<file path="src/core/pdc_defines.vh">
// Constants for the divider configuration word receiver.
`ifndef PDC_DEFINES_VH
`define PDC_DEFINES_VH

// =====================================================================
// Word layout
`define PDC_WORD_W          32
`define PDC_SEL_LSB         0
`define PDC_SEL_MSB         1
`define PDC_SEL_THIS_WORD   2'h0
`define PDC_REFDIV_LSB      2
`define PDC_REFDIV_MSB      11
`define PDC_FBDIV_LSB       12
`define PDC_FBDIV_MSB       23
`define PDC_REFDLY_LSB      24
`define PDC_REFDLY_MSB      26
`define PDC_FBDLY_LSB       27
`define PDC_FBDLY_MSB       29
`define PDC_AUTO_BIT        30
`define PDC_FDDIS_BIT       31

// =====================================================================
// Power-up values
`define PDC_REFDIV_RST      10'h07f
`define PDC_FBDIV_RST       12'h07f
`define PDC_DLY_RST         3'h0
`define PDC_BIT_RST         1'h0

// =====================================================================
// Pins and references
// Idle levels of power-down, latch-enable, data and link clock, in that order.
`define PDC_PIN_IDLE        4'he
`define PDC_NUM_REFS        2
`define PDC_PRI_IDX         0
`define PDC_SEC_IDX         1

// =====================================================================
// Timing
`define PDC_SYS_CLK_MHZ     125
`define PDC_REF_MIN_PER_NS  500
`define PDC_REF_GAP_CYCLES  ((`PDC_REF_MIN_PER_NS * `PDC_SYS_CLK_MHZ) / 1000)
`define PDC_GAP_CNT_W       7

`endif

</file>
<file path="src/core/pdc_ref_activity.v">
// Reference clock activity detector with its own input synchroniser.
`include "pdc_defines.vh"

module pdc_ref_activity
(
  input  wire i_sys_clk,
  input  wire i_rst_b,
  input  wire i_ref_clk,
  output reg  o_active_ff
);

  localparam integer              GAP_CYCLES = `PDC_REF_GAP_CYCLES;
  localparam [`PDC_GAP_CNT_W-1:0] GAP_MAX    = GAP_CYCLES[`PDC_GAP_CNT_W-1:0];

  reg                      meta_ff;
  reg                      sync_ff;
  reg                      prev_ff;
  reg [`PDC_GAP_CNT_W-1:0] gap_ff;
  reg [`PDC_GAP_CNT_W-1:0] nxt_gap;

  wire rise = sync_ff & ~prev_ff;

  // =====================================================================
  // A reference counts as present while rising edges come closer than
  // the slowest detectable period.
  always @*
  begin
    nxt_gap = gap_ff;
    if (rise)
    begin
      nxt_gap = {`PDC_GAP_CNT_W{1'b0}};
    end
    else if (gap_ff != GAP_MAX)
    begin
      nxt_gap = gap_ff + {{(`PDC_GAP_CNT_W-1){1'b0}}, 1'b1};
    end
  end

  always @(posedge i_sys_clk or negedge i_rst_b)
  begin
    if (!i_rst_b)
    begin
      meta_ff     <= 1'b0;
      sync_ff     <= 1'b0;
      prev_ff     <= 1'b0;
      gap_ff      <= GAP_MAX;
      o_active_ff <= 1'b0;
    end
    else
    begin
      meta_ff     <= i_ref_clk;
      sync_ff     <= meta_ff;
      prev_ff     <= sync_ff;
      gap_ff      <= nxt_gap;
      o_active_ff <= (nxt_gap != GAP_MAX);
    end
  end

endmodule

</file>
<file path="src/core/pdc_config_word.v">
// Serial write port and storage for the divider and reference config word.
`include "pdc_defines.vh"

module pdc_config_word
(
  input  wire        i_sys_clk,
  input  wire        i_rst_b,
  input  wire        i_serial_clk,
  input  wire        i_serial_data,
  input  wire        i_serial_latch_enable,
  input  wire        i_power_down_input_b,
  input  wire        i_primary_ref_clock,
  input  wire        i_secondary_ref_clock,
  input  wire        i_manual_select_secondary,
  output reg  [9:0]  o_ref_predivide_value_ff,
  output reg  [11:0] o_feedback_divide_value_ff,
  output reg  [2:0]  o_ref_phase_delay_ff,
  output reg  [2:0]  o_fb_phase_delay_ff,
  output reg         o_auto_ref_select_ff,
  output reg         o_freq_detect_disable_ff,
  output reg         o_use_secondary_ref_ff,
  output reg         o_ref_status_ff
);

  // =====================================================================
  // Pin synchronisers, two stages each.
  reg [3:0] meta_ff;
  reg [3:0] sync_ff;
  reg       clk_prev_ff;
  reg       le_prev_ff;

  wire sclk      = sync_ff[0];
  wire sdata     = sync_ff[1];
  wire sle       = sync_ff[2];
  wire pd_active = ~sync_ff[3];

  always @(posedge i_sys_clk or negedge i_rst_b)
  begin
    if (!i_rst_b)
    begin
      // Stages start at each pin's idle level.
      // A false latch-enable edge after reset would load an empty word.
      meta_ff     <= `PDC_PIN_IDLE;
      sync_ff     <= `PDC_PIN_IDLE;
      clk_prev_ff <= 1'b0;
      le_prev_ff  <= 1'b1;
    end
    else
    begin
      meta_ff     <= {i_power_down_input_b, i_serial_latch_enable, i_serial_data,
                      i_serial_clk};
      sync_ff     <= meta_ff;
      clk_prev_ff <= sclk;
      le_prev_ff  <= sle;
    end
  end

  // =====================================================================
  // Rising edges of the synchronised link clock and latch-enable.
  wire sclk_rise = sclk & ~clk_prev_ff;
  wire le_rise   = sle & ~le_prev_ff;

  // =====================================================================
  // Shift register, MSB first, only while latch-enable is low.
  // The last 32 bits shifted before latch-enable rises form the word.
  reg [`PDC_WORD_W-1:0] shift_ff;
  reg [`PDC_WORD_W-1:0] nxt_shift;

  always @*
  begin
    nxt_shift = shift_ff;
    if (sclk_rise && !sle && !pd_active)
    begin
      nxt_shift = {shift_ff[`PDC_WORD_W-2:0], sdata};
    end
  end

  always @(posedge i_sys_clk or negedge i_rst_b)
  begin
    if (!i_rst_b)
    begin
      shift_ff <= {`PDC_WORD_W{1'b0}};
    end
    else
    begin
      shift_ff <= nxt_shift;
    end
  end

  // =====================================================================
  // Word select decode; words for the other registers pass unseen.
  function sel_hits;
    input [`PDC_WORD_W-1:0] w;
    begin
      sel_hits = (w[`PDC_SEL_MSB:`PDC_SEL_LSB] == `PDC_SEL_THIS_WORD);
    end
  endfunction

  wire load = le_rise && !pd_active && sel_hits(shift_ff);

  // =====================================================================
  // Word storage; no path returns data to the host.
  always @(posedge i_sys_clk or negedge i_rst_b)
  begin
    if (!i_rst_b)
    begin
      o_ref_predivide_value_ff   <= `PDC_REFDIV_RST;
      o_feedback_divide_value_ff <= `PDC_FBDIV_RST;
      o_ref_phase_delay_ff       <= `PDC_DLY_RST;
      o_fb_phase_delay_ff        <= `PDC_DLY_RST;
      o_auto_ref_select_ff       <= `PDC_BIT_RST;
      o_freq_detect_disable_ff   <= `PDC_BIT_RST;
    end
    // Power-down outranks a load that falls in the same cycle.
    else if (pd_active)
    begin
      o_ref_predivide_value_ff   <= `PDC_REFDIV_RST;
      o_feedback_divide_value_ff <= `PDC_FBDIV_RST;
      o_ref_phase_delay_ff       <= `PDC_DLY_RST;
      o_fb_phase_delay_ff        <= `PDC_DLY_RST;
      o_auto_ref_select_ff       <= `PDC_BIT_RST;
      o_freq_detect_disable_ff   <= `PDC_BIT_RST;
    end
    else if (load)
    begin
      o_ref_predivide_value_ff   <= shift_ff[`PDC_REFDIV_MSB:`PDC_REFDIV_LSB];
      o_feedback_divide_value_ff <= shift_ff[`PDC_FBDIV_MSB:`PDC_FBDIV_LSB];
      o_ref_phase_delay_ff       <= shift_ff[`PDC_REFDLY_MSB:`PDC_REFDLY_LSB];
      o_fb_phase_delay_ff        <= shift_ff[`PDC_FBDLY_MSB:`PDC_FBDLY_LSB];
      o_auto_ref_select_ff       <= shift_ff[`PDC_AUTO_BIT];
      o_freq_detect_disable_ff   <= shift_ff[`PDC_FDDIS_BIT];
    end
  end

  // =====================================================================
  // Reference selection and status.
  wire [`PDC_NUM_REFS-1:0] ref_clk_in;
  wire [`PDC_NUM_REFS-1:0] ref_active;
  wire                     pri_active;
  wire                     sec_active;

  assign ref_clk_in[`PDC_PRI_IDX] = i_primary_ref_clock;
  assign ref_clk_in[`PDC_SEC_IDX] = i_secondary_ref_clock;
  assign pri_active               = ref_active[`PDC_PRI_IDX];
  assign sec_active               = ref_active[`PDC_SEC_IDX];

  // One activity detector per reference input.
  genvar g;
  generate
    for (g = 0; g < `PDC_NUM_REFS; g = g + 1)
    begin : g_ref
      pdc_ref_activity u_act
      (
        .i_sys_clk   (i_sys_clk),
        .i_rst_b     (i_rst_b),
        .i_ref_clk   (ref_clk_in[g]),
        .o_active_ff (ref_active[g])
      );
    end
  endgenerate

  // The manual selection pin is synchronised like the link pins.
  reg man_meta_ff;
  reg man_sync_ff;
  reg nxt_use_sec;
  reg nxt_status;

  always @*
  begin
    nxt_use_sec = man_sync_ff;
    if (o_auto_ref_select_ff)
    begin
      // Automatic mode stays on primary while it runs, else falls to secondary if that one runs.
      nxt_use_sec = ~pri_active & sec_active;
    end
    // Status follows the selected reference unless detection is switched off.
    // During power-down the status pin is held low and the word is held at its power-up values.
    nxt_status = 1'b1;
    if (pd_active)
    begin
      nxt_status = 1'b0;
    end
    else if (!o_freq_detect_disable_ff)
    begin
      nxt_status = nxt_use_sec ? sec_active : pri_active;
    end
  end

  always @(posedge i_sys_clk or negedge i_rst_b)
  begin
    if (!i_rst_b)
    begin
      man_meta_ff            <= 1'b0;
      man_sync_ff            <= 1'b0;
      o_use_secondary_ref_ff <= 1'b0;
      o_ref_status_ff        <= 1'b0;
    end
    else
    begin
      man_meta_ff            <= i_manual_select_secondary;
      man_sync_ff            <= man_meta_ff;
      o_use_secondary_ref_ff <= nxt_use_sec;
      o_ref_status_ff        <= nxt_status;
    end
  end

endmodule

</file>
<file path="config.mk">
export PLATFORM = sky130hd
export DESIGN_NAME = pdc_config_word
export DESIGN_NICKNAME = d
export VERILOG_FILES = /design/src/core/pdc_ref_activity.v /design/src/core/pdc_config_word.v
export VERILOG_INCLUDE_DIRS = /design/src /design/src/core
export SDC_FILE = /design/constraint.sdc
export NUM_CORES = 1
export LEC_CHECK = 0
export BUFFER_PORTS_ARGS = -buffer_cell sky130_fd_sc_hd__buf_2
export CELL_PAD_IN_SITES_DETAIL_PLACEMENT = 1
export CELL_PAD_IN_SITES_GLOBAL_PLACEMENT = 2
export CORE_ASPECT_RATIO = 0.6
export CORE_MARGIN = 2
export CORE_UTILIZATION = 35
export CTS_CLUSTER_SIZE = 20
export DETAILED_ROUTE_END_ITERATION = 8
export GPL_TIMING_DRIVEN = 0
export MAX_ROUTING_LAYER = met4
export PLACE_DENSITY_LB_ADDON = 0.1
export SKIP_CTS_REPAIR_TIMING = 1
export SLEW_MARGIN = 0
export SYNTH_ARGS = -nofsm -noshare
export SYNTH_HDL_FRONTEND = slang
export SYNTH_HIERARCHICAL = 1
export SYNTH_SLANG_ARGS = --single-unit
</file>
<file path="constraint.sdc">
create_clock -name i_sys_clk -period 1.9 [get_ports i_sys_clk]
set_input_delay 0.19 -clock i_sys_clk [delete_from_list [all_inputs] [get_ports i_sys_clk]]
set_output_delay 0.19 -clock i_sys_clk [all_outputs]
set_load 0.02 [all_outputs]
</file>
# After elaboration in Yosys (flattened, before gate mapping)
# Cells that the tools add are included.
# word_totals
reg_bits,98
word_cells,68
in_bits,9
# classes
reduce_logical,6
bitwise_logic,10
n_addsub,2
n_mux,20
eq_ne,5
# op_table
cell,count
2-to-1 mux 7 bit,4
!= test 7 x 6 -> 1 bit (second input constant),4
2-to-1 mux 12 bit,2
2-to-1 mux 10 bit,2
adder 7 x 1 -> 7 bit (second input constant),2
2-to-1 mux 3 bit,4
2-to-1 mux 1 bit,8
AND 1 bit,5
inverter 1 bit,5
logical AND 1 bit,4
zero test 2 bit,1
!= test 2 x 1 -> 1 bit (second input constant),1
zero test 1 bit,1

# Logic depth before layout (Yosys ltp)
# Gate-level depths: netlist of run 1.
# logic_depth
word_depth,6
mapped_depth,5
mapped_depth_nobuf,5

# By module
# Netlist of run 1, hierarchy kept.
# modules_own_cells
mod,area_each_um2,cells_per_inst,seq_area_each_um2,instances
pdc_config_word,3206.8,221,1928.1,1
pdc_ref_activity,529.3,47,281.5,2

# Worst setup path before layout of run 1
# No wires, ideal clock.
# synth_timing
kind,register -> register
startpoint,register g_ref[0].u_act.gap_ff[1]
endpoint,register g_ref[0].u_act.o_active_ff
synth_period_minus_slack_ps,1549
path_buffers,0
required_ps,1776
setup_time_ps,124
slack_ps,351
t_arrival_ps,1425
stages_incl_launch_ff,5
path_cell_list,dfstp_2 -> ha_1 -> nand3_4 -> or4b_1 -> o31a_1
# synth_via
elab_chain_cells,4
# synth_rtl
element,line,source
start: declaration,pdc_ref_activity.v:18,reg [`PDC_GAP_CNT_W-1:0] gap_ff;
start signal: assignment,pdc_ref_activity.v:54,gap_ff <= nxt_gap;
adder 7 x 1 -> 7 bit or != test 7 x 6 -> 1 bit (tied branches),"pdc_ref_activity.v:35, pdc_ref_activity.v:33",
2-to-1 mux 7 bit (*),pdc_ref_activity.v:33,else if (gap_ff != GAP_MAX)
2-to-1 mux 7 bit (*),pdc_ref_activity.v:29,if (rise)
!= test 7 x 6 -> 1 bit (*),pdc_ref_activity.v:55,o_active_ff <= (nxt_gap != GAP_MAX);
end signal: assignment,pdc_ref_activity.v:55,
end: declaration,pdc_ref_activity.v:9,output reg o_active_ff
# Mark *: on every way between the ends. The rest lies on a longest branch, timed or not.
# A chain may end at the register's enable or synchronous reset.

# Final worst setup path of run 1
# Same ends and word-level chain as after synthesis.

==> impl_metrics.tcl, run 1 <==
set metrics [dict create \
    synth_area_per_cell_um2 13.5 \
    pwr_density_cell_nw_per_um2 964 \
    core_region_area_um2 12000 \
    cts_tree "yes" \
    final.setup_skew_ns 0.0119 \
    run_status "complete, no violations" \
    rsz0062_at_grt "no" \
    drv_cap 0 \
    worst_path_clk_slew_ns 0.06 \
    period_share 0.884 \
    antenna_found_initial 0 \
    synth.largest_area_cell "sky130_fd_sc_hd__dfrtp_1" \
    synth_top_cells_by_count "sky130_fd_sc_hd__dfrtp_1 (67), sky130_fd_sc_hd__nand2_1 (36), sky130_fd_sc_hd__mux2i_1 (33), sky130_fd_sc_hd__dfstp_2 (31)" \
    crit_arrival_ns 1.90 \
    cp.required_ns 2.12 \
    worst_hold_path_type "flip-flop to flip-flop" \
    cp-end-kind "flip-flop" \
    final-instance-count-excl-fill 545 \
    die_w_um 147 \
    h-tree-depth 3 \
    die_y_um 89.5 \
    routed_via_density 4.53 \
    seq_area_frac_synth 0.584 \
    async_flop_share 1.00 \
    drt-pass1-iter-count 3 \
    critical_path_class "flip-flop to flip-flop" \
    initial_utilization 0.356 \
    fill_cells 1261 \
    root_buffer "sky130_fd_sc_hd__clkbuf_16" \
    drc_errors_left 0 \
    starting_drc_count_in_detailed_routing 86 \
    timing.slew.headroom 0.531 \
    final_antenna_net_count 0 \
    finalNetCount 388 \
    synth_nets 328 \
    wire_length_of_the_first_global_routing_pass_mm 14.0 \
    drt-wirelength-per-cell_um 15.6 \
    leakage_power_nw 2.18 \
    synth_enable_flop_cells 0 \
    cts_made_buffers 9 \
    synth_top_cells_by_area "sky130_fd_sc_hd__dfrtp_1 (39%), sky130_fd_sc_hd__dfstp_2 (19%), sky130_fd_sc_hd__mux2_4 (11%)" \
    finalWirelength_mm 8.51 \
    syn_area_um2 4270 \
    total_number_of_yosys_warnings 6 \
    layout_min_cycle_time_ns 1.68 \
    timing_hold_violations_final 0 \
    cp_max_fo 9 \
    rows 31 \
    max_freq_mhz 595 \
    syn_inst 315 \
    synthToLayoutAreaGrowth_pct 19.1 \
    finalSetupViolations 0 \
    grt_pass1_vias 2605 \
    port_buffers 40 \
    fin_tns_setup_ns 0 \
    placed_cell_area_um2 4700 \
    vias 2470 \
    antenna_cells_inserted 0 \
    final_cell_area_um2 5080 \
    pin_count 41 \
    grt_max_degree 65 \
    yosysMostFrequentCell "sky130_fd_sc_hd__dfrtp_1" \
    grt_remaining_overflow 0 \
    clk_latency_ns 0.35 \
    yosys_register_bits 98 \
    gpl.final_weighted_congestion 0.751 \
    drv_slew 0 \
    die_area_um2 13100 \
    dp_hpwl_mm 5.71 \
    netlist.area_leader.share 0.393 \
    ctsLongestPathBuffers 2 \
    worst_ir_drop_vdd_mv 0.472 \
    setup.worst_path.start_class "flip-flop" \
    grt_util_all_layers 0.144 \
    synthDistinctLibCells 34 \
    post_route_cells_drive_above_1_share 0.345 \
    place.detailed.instances 521 \
    cts_sinks 98 \
    worst_slew_pin_slew_ns 0.703 \
    synth-main-ff-cell "sky130_fd_sc_hd__dfrtp_1" \
]
path summary, 6_finish.rpt:
path                                           from                       endpoint  slack (ns)  cells past startpoint
setup / recovery           g_ref[0].u_act/gap_ff[1]     g_ref[0].u_act/o_active_ff        0.22                      4
hold / removal                           meta_ff[0]                     sync_ff[0]        0.35                      0
setup reg to reg           g_ref[0].u_act/gap_ff[1]     g_ref[0].u_act/o_active_ff        0.22                      4
hold reg to reg                          meta_ff[0]                     sync_ff[0]        0.35                      0
max in group asynchronous                   i_rst_b    o_ref_predivide_value_ff[1]        0.81                      3
min in group asynchronous                   i_rst_b  o_feedback_divide_value_ff[9]        0.36                      2
cell families after synthesis:
family,synth area share
buf+inv,0.0343
xor+xnor,0.0164
simple gates,0.139
flops,0.584
mux,0.188
compound gates,0.0264
fa+ha+maj,0.0117
sequential cells by signal (all words and copies together) (netlist names):
name and count:
meta_ff 4, shift_ff 32, le_prev_ff 1, o_auto_ref_select_ff 1, o_fb_phase_delay_ff 3, g_ref.u_act/meta_ff 2, o_feedback_divide_value_ff 12, o_use_secondary_ref_ff 1
o_ref_predivide_value_ff 10, o_ref_phase_delay_ff 3, g_ref.u_act/sync_ff 2, man_meta_ff 1, g_ref.u_act/gap_ff 14, man_sync_ff 1, g_ref.u_act/prev_ff 2, clk_prev_ff 1
sync_ff 4, g_ref.u_act/o_active_ff 2, o_ref_status_ff 1, o_freq_detect_disable_ff 1
final cells by class:
cell class,instances,area (µm²),share of cell area
multi-input cells,198,1630,0.321
clock buffers,10,229,0.0451
repair buffers,49,310,0.0611
clock inverters,6,67.6,0.0133
inverters,3,11.3,0.00222
well taps,165,206,0.0407
plain buffers,16,135,0.0266
flip-flops and latches,98,2490,0.491
metal layers:
metal,up-vias,track usage,wire length (µm),share of wire
li1,1183,-,-,-
met1,1247,0.208,4660,0.55
met5,-,-,0,0
met2,33,0.197,3490,0.41
met4,0,0.0344,65,0.0076
met3,7,0.0429,291,0.034
critical path, stage by stage, from the launching register on:
cell                      delay [ns]
sky130_fd_sc_hd__dfstp_2        0.57
sky130_fd_sc_hd__ha_1           0.23
sky130_fd_sc_hd__nand3_4        0.14
sky130_fd_sc_hd__or4b_1         0.48
sky130_fd_sc_hd__o31a_1         0.13
cell usage in the layout (no fill, tap or decap), drive strengths merged, types with 9 or more instances in the layout:
master and n:
mux2i 33, nand2 36, clkbuf 18, nor2 9, nor2b 30, buf 49, dfrtp 67, a21oi 9
mux2 32, dfstp 31
report_power, final:
group	internal, W	switching [W]
logic	0.000283	0.000317
registers	0.00231	0.000152
clock network	0.00103	0.000812
per-stage QoR:
step / worst slack (ns) / util / hold WS, ns / total power (W)
2_1_floorplan: 0.351 / - / -0.106 / 0.00287
3_3_place_gp: -0.482 / 0.390 / 0.295 / 0.00306
3_5_place_dp: 0.228 / 0.392 / 0.202 / 0.00309
4_1_cts: 0.215 / 0.417 / -0.166 / 0.00494
5_1_grt: 0.0911 / 0.424 / 0.360 / 0.00514
6_report: 0.220 / 0.424 / 0.353 / 0.00490
Power figures use the tool's default switching activity.
==> run 2: changes to the inputs <==
CORE_UTILIZATION = 41   (was 35)
==> run 2 against run 1 <==
Die area down 14%. Power about the same. Critical path type unchanged. Worst hold slack worse by 0.022 ns. Clock skew down 0.0067 ns. Sequential cell count unchanged. Critical path depth unchanged. Combinational power about the same. Non-clock buffer count unchanged. Largest cell class unchanged. Final area down 0.49%. Critical endpoint unchanged. Clock-buffer cell count up 4.
==> impl_metrics.tcl, run 2 (synthesis results as in run 1) <==
set metrics [dict create \
    run_status "complete, no violations" \
    grt_max_degree 68 \
    drt-pass1-iter-count 4 \
    drt-wirelength-per-cell_um 16.2 \
    grt_util_all_layers 0.167 \
    grt_remaining_overflow 0 \
    wire_length_of_the_first_global_routing_pass_mm 14.0 \
    area_of_the_multi_input_gates_um2 1630 \
    final.setup_skew_ns 0.00520 \
    initial_utilization 0.427 \
    largest_reg_flops 32 \
    crit_arrival_ns 1.90 \
    worst_path_clk_slew_ns 0.06 \
    cts_tree "yes" \
    post_route_cells_drive_above_1_share 0.342 \
    finalSetupViolations 0 \
    cp-end-kind "flip-flop" \
    die_area_um2 11300 \
    starting_drc_count_in_detailed_routing 118 \
    ff2ff_path_depth 4 \
    rows 28 \
    drv_cap 0 \
    worst_hold_slack_ns 0.331 \
    gpl.final_weighted_congestion 0.776 \
    top_signal_layer_used "met4" \
    met2_wirelength_mm 3.58 \
    dp_hpwl_mm 5.60 \
    setup.worst_path.start_class "flip-flop" \
    drc_errors_left 0 \
    rsz0062_at_grt "no" \
    timing.slew.headroom 0.570 \
    place.detailed.instances 491 \
    worst_ir_drop_vdd_mv 0.516 \
    most-common-layout-cells "sky130_fd_sc_hd__dfrtp_1 (67), sky130_fd_sc_hd__buf_2 (39), sky130_fd_sc_hd__nand2_1 (36)" \
    wl_met3_um 308 \
    die_y_um 83.0 \
    grt_pass1_vias 2632 \
    port_buffers 40 \
    antenna_cells_inserted 0 \
    pin_count 41 \
    area.sequential_um2 2490 \
    h-tree-depth 3 \
    die_w_um 136 \
    cp.required_ns 2.12 \
    timing_hold_violations_final 0 \
    leakage_power_nw 2.20 \
    registers.top_by_ff_count "shift_ff" \
    finalCoreUtilization 0.506 \
    critical_path_class "flip-flop to flip-flop" \
    final-instance-count-excl-fill 515 \
    reg.largest.list "shift_ff x32, g_ref.u_act/gap_ff x14, o_feedback_divide_value_ff x12" \
    met1Wirelength_mm 4.38 \
    period_share 0.888 \
    layout_min_cycle_time_ns 1.69 \
    worst_hold_path_type "primary input to async pin" \
    cts_sinks 98 \
    ctsLongestPathBuffers 2 \
    cp_max_fo 9 \
    fin_tns_setup_ns 0 \
    core_region_area_um2 9980 \
    root_buffer "sky130_fd_sc_hd__clkbuf_16" \
    final_common_cell "sky130_fd_sc_hd__dfrtp_1" \
    max_freq_mhz 592 \
    final_antenna_net_count 0 \
    routed_via_density 4.85 \
    worst_slew_pin_slew_ns 0.645 \
    vias 2500 \
    antenna_found_initial 0 \
    cts_made_buffers 9 \
    finalWirelength_mm 8.34 \
    clk_latency_ns 0.34 \
    finalNetCount 388 \
    fill_cells 1026 \
    drv_slew 0 \
    synthToLayoutAreaGrowth_pct 18.5 \
    pwr_density_cell_nw_per_um2 970 \
]
run 2: worst max-delay path, stage by stage (launching register included):
cell                      delay [ns]
sky130_fd_sc_hd__dfstp_2        0.57
sky130_fd_sc_hd__ha_1           0.22
sky130_fd_sc_hd__nand3_4        0.14
sky130_fd_sc_hd__or4b_1         0.50
sky130_fd_sc_hd__o31a_1         0.14
run 2: power by group:
group / switching, W / internal (W)
combinational: 0.000319 / 0.000281
clock: 0.000713 / 0.00113
sequential: 0.000151 / 0.00231
total: 0.00118 / 0.00372
run 2: layout make-up:
| class | instances | area share |
|---|---|---|
| clock inverters | 2 | 0.00693 |
| flip-flops and latches | 98 | 0.493 |
| repair buffers | 49 | 0.0614 |
| multi-input cells | 198 | 0.322 |
| inverters | 3 | 0.00223 |
| clock buffers | 14 | 0.0542 |
| well taps | 135 | 0.0334 |
| plain buffers | 16 | 0.0267 |
run 2: final timing paths:
path | start | end | slack, ns
worst max-delay path | g_ref[0].u_act/gap_ff[1] | g_ref[0].u_act/o_active_ff | 0.21
worst min-delay path | i_rst_b | g_ref[0].u_act/gap_ff[0] | 0.33
worst max register to register | g_ref[0].u_act/gap_ff[1] | g_ref[0].u_act/o_active_ff | 0.21
worst min register to register | meta_ff[0] | sync_ff[0] | 0.35
max in group asynchronous | i_rst_b | g_ref[1].u_act/gap_ff[5] | 0.85
min in group i_sys_clk | meta_ff[0] | sync_ff[0] | 0.35
run 2: stage by stage:
| stage | total power, W | setup slack (ns) | area (µm²) |
|---|---|---|---|
| 4_1_cts | 0.00497 | 0.201 | 4970 |
| 6_report | 0.00490 | 0.212 | 5050 |
| 3_5_place_dp | 0.00309 | 0.211 | 4660 |
| 3_3_place_gp | 0.00306 | -0.399 | 4630 |
| 5_1_grt | 0.00515 | 0.111 | 5050 |
| 2_1_floorplan | 0.00287 | 0.351 | 4270 |
run 2: per-layer routing:
layer,global-route usage,vias up
met5,-,-
met4,0.0398,0
met3,0.0482,9
met2,0.225,41
met1,0.246,1260
li1,-,1190
==> run 3: changes to the inputs <==
CELL_PAD_IN_SITES_DETAIL_PLACEMENT = 2   (was 1)
CORE_UTILIZATION = 40   (was 41)
GPL_TIMING_DRIVEN = not set   (was 0)
==> run 3 against run 2 <==
Global-route usage up 0.95 points. Final area down 0.64%. Clock-buffer cell count down 4. Sequential share of layout area up 0.32 points. Clock power up 11%. Fmax down 0.97%. Register-to-register slack worse by 0.02 ns. Cell count down 1.4%. Via count up 0.44%. Highest routed layer unchanged.
==> impl_metrics.tcl, run 3 (synthesis results as in run 1) <==
set metrics [dict create \
    run_status "complete, no violations" \
    cp-end-kind "flip-flop" \
    critical_path_class "flip-flop to flip-flop" \
    die_w_um 137 \
    routed_via_density 4.94 \
    final_antenna_net_count 0 \
    vias 2511 \
    worst_slew_pin_slew_ns 0.660 \
    rows 29 \
    max_freq_mhz 587 \
    final_common_cell "sky130_fd_sc_hd__dfrtp_1" \
    leakage_power_nw 2.18 \
    period_share 0.897 \
    drt-wirelength-per-cell_um 17.5 \
    dp_hpwl_mm 5.55 \
    largest_reg_flops 32 \
    clock_power_share 0.401 \
    pin_count 41 \
    area_of_the_multi_input_gates_um2 1640 \
    antenna_cells_inserted 0 \
    power.share.switching 0.252 \
    setup.worst_path.start_class "flip-flop" \
    pint_w 0.00383 \
    gpl.final_weighted_congestion 0.820 \
    cp_max_fo 6 \
    worst_hold_slack_ns 0.210 \
    crit_arrival_ns 1.93 \
    ctsLongestPathBuffers 2 \
    timing.slew.headroom 0.559 \
    worst_ir_drop_vdd_mv 0.459 \
    pwr_density_cell_nw_per_um2 1020 \
    final.setup_skew_ns 0.00741 \
    finalWirelength_mm 8.87 \
    timing_hold_violations_final 0 \
    synthToLayoutAreaGrowth_pct 17.7 \
    h-tree-depth 3 \
    registers.top_by_ff_count "shift_ff" \
    cts_sinks 98 \
    die_area_um2 11500 \
    cts_made_buffers 9 \
    cts_tree "yes" \
    grt_pass1_vias 2804 \
    reg.largest.list "shift_ff x32, g_ref.u_act/gap_ff x14, o_feedback_divide_value_ff x12" \
    worst_hold_path_type "primary input to async pin" \
    initial_utilization 0.407 \
    layout_min_cycle_time_ns 1.70 \
    core_region_area_um2 10500 \
    port_buffers 40 \
    finalNetCount 377 \
    post-place-ws_ns 0.199 \
    area.sequential_um2 2490 \
    p_sw_w 0.00129 \
    clk_latency_ns 0.34 \
    grt_util_all_layers 0.176 \
    most-common-layout-cells "sky130_fd_sc_hd__dfrtp_1 (67), sky130_fd_sc_hd__buf_2 (39), sky130_fd_sc_hd__nand2_1 (36)" \
    grt_max_degree 62 \
    drc_errors_left 0 \
    comb_power_share 0.117 \
    wire_length_of_the_first_global_routing_pass_mm 15.1 \
    sequential_cell_fraction_of_total_power 0.482 \
    drv_cap 0 \
    grt_remaining_overflow 0 \
    post_route_cells_drive_above_1_share 0.350 \
    die_y_um 84.0 \
    drt-pass1-iter-count 4 \
    fin_tns_setup_ns 0 \
    drv_slew 0 \
    root_buffer "sky130_fd_sc_hd__clkbuf_16" \
    worst_path_clk_slew_ns 0.07 \
    postLayoutSetupSlackWorst_ns 0.196 \
    rsz0062_at_grt "no" \
    starting_drc_count_in_detailed_routing 111 \
    cp.required_ns 2.13 \
    antenna_found_initial 0 \
    finalSetupViolations 0 \
    finalCoreUtilization 0.479 \
    fill_cells 1033 \
]
[run 3: changes by cell type in the layout (fill, tap and decap cells not counted), moves of 2 or more]
cell / change
sky130_fd_sc_hd__clkbuf_1: -10
sky130_fd_sc_hd__clkbuf_8: -3
sky130_fd_sc_hd__buf_6: -2
sky130_fd_sc_hd__clkinvlp_4: +2
sky130_fd_sc_hd__inv_6: +2
[run 3: routing by layer]
| metal | part of all wire | vias to the layer above | track usage |
|---|---|---|---|
| li1 | - | 1160 | - |
| met1 | 0.48 | 1297 | 0.236 |
| met2 | 0.48 | 45 | 0.265 |
| met3 | 0.035 | 9 | 0.0474 |
| met4 | 0.012 | 0 | 0.0478 |
| met5 | 0 | - | - |
[run 3: final timing paths]
| kind | start | endpoint | slack (ns) | cells after the start |
|---|---|---|---|---|
| min in group i_sys_clk | meta_ff[0] | sync_ff[0] | 0.35 | 0 |
| worst max register to register | g_ref[0].u_act/gap_ff[0] | g_ref[0].u_act/o_active_ff | 0.20 | 5 |
| worst min register to register | meta_ff[0] | sync_ff[0] | 0.35 | 0 |
| worst min-delay path | i_rst_b | g_ref[0].u_act/gap_ff[0] | 0.21 | 2 |
| worst max-delay path | g_ref[0].u_act/gap_ff[0] | g_ref[0].u_act/o_active_ff | 0.20 | 5 |
| max in group asynchronous | i_rst_b | g_ref[1].u_act/gap_ff[1] | 0.96 | 3 |
[run 3: area by class of cell]
class,count,area share
tap,139,0.0346
inverter,3,0.00224
timing repair buffer,54,0.0728
clock buffer,10,0.0498
sequential,98,0.496
multi-input combinational,198,0.326
clock inverter,6,0.0184
[run 3: through the flow]
stage / total power (W) / cells / instance area (µm²)
after floorplan: 0.00287 / 315 / 4270
after global placement: 0.00306 / 484 / 4600
after detailed placement: 0.00310 / 484 / 4600
after CTS: 0.00521 / 500 / 4940
after global routing: 0.00537 / 508 / 5020
final: 0.00512 / 508 / 5020
[run 3: power by group through the flow]
stage / combinational [W] / sequential (W) / clock (W)
2_1_floorplan: 0.000378 / 0.00250 / 0
3_3_place_gp: 0.000578 / 0.00249 / 0
3_5_place_dp: 0.000592 / 0.00251 / 0
4_1_cts: 0.000598 / 0.00247 / 0.00214
5_1_grt: 0.000662 / 0.00250 / 0.00221
6_report: 0.000598 / 0.00247 / 0.00205
[run 3: critical path, cell delays in order, from the launching register on]
cell	delay, ns
sky130_fd_sc_hd__dfrtp_1	0.47
sky130_fd_sc_hd__inv_1	0.10
sky130_fd_sc_hd__ha_1	0.33
sky130_fd_sc_hd__nor4b_1	0.34
sky130_fd_sc_hd__nand2_1	0.10
sky130_fd_sc_hd__o31a_1	0.24
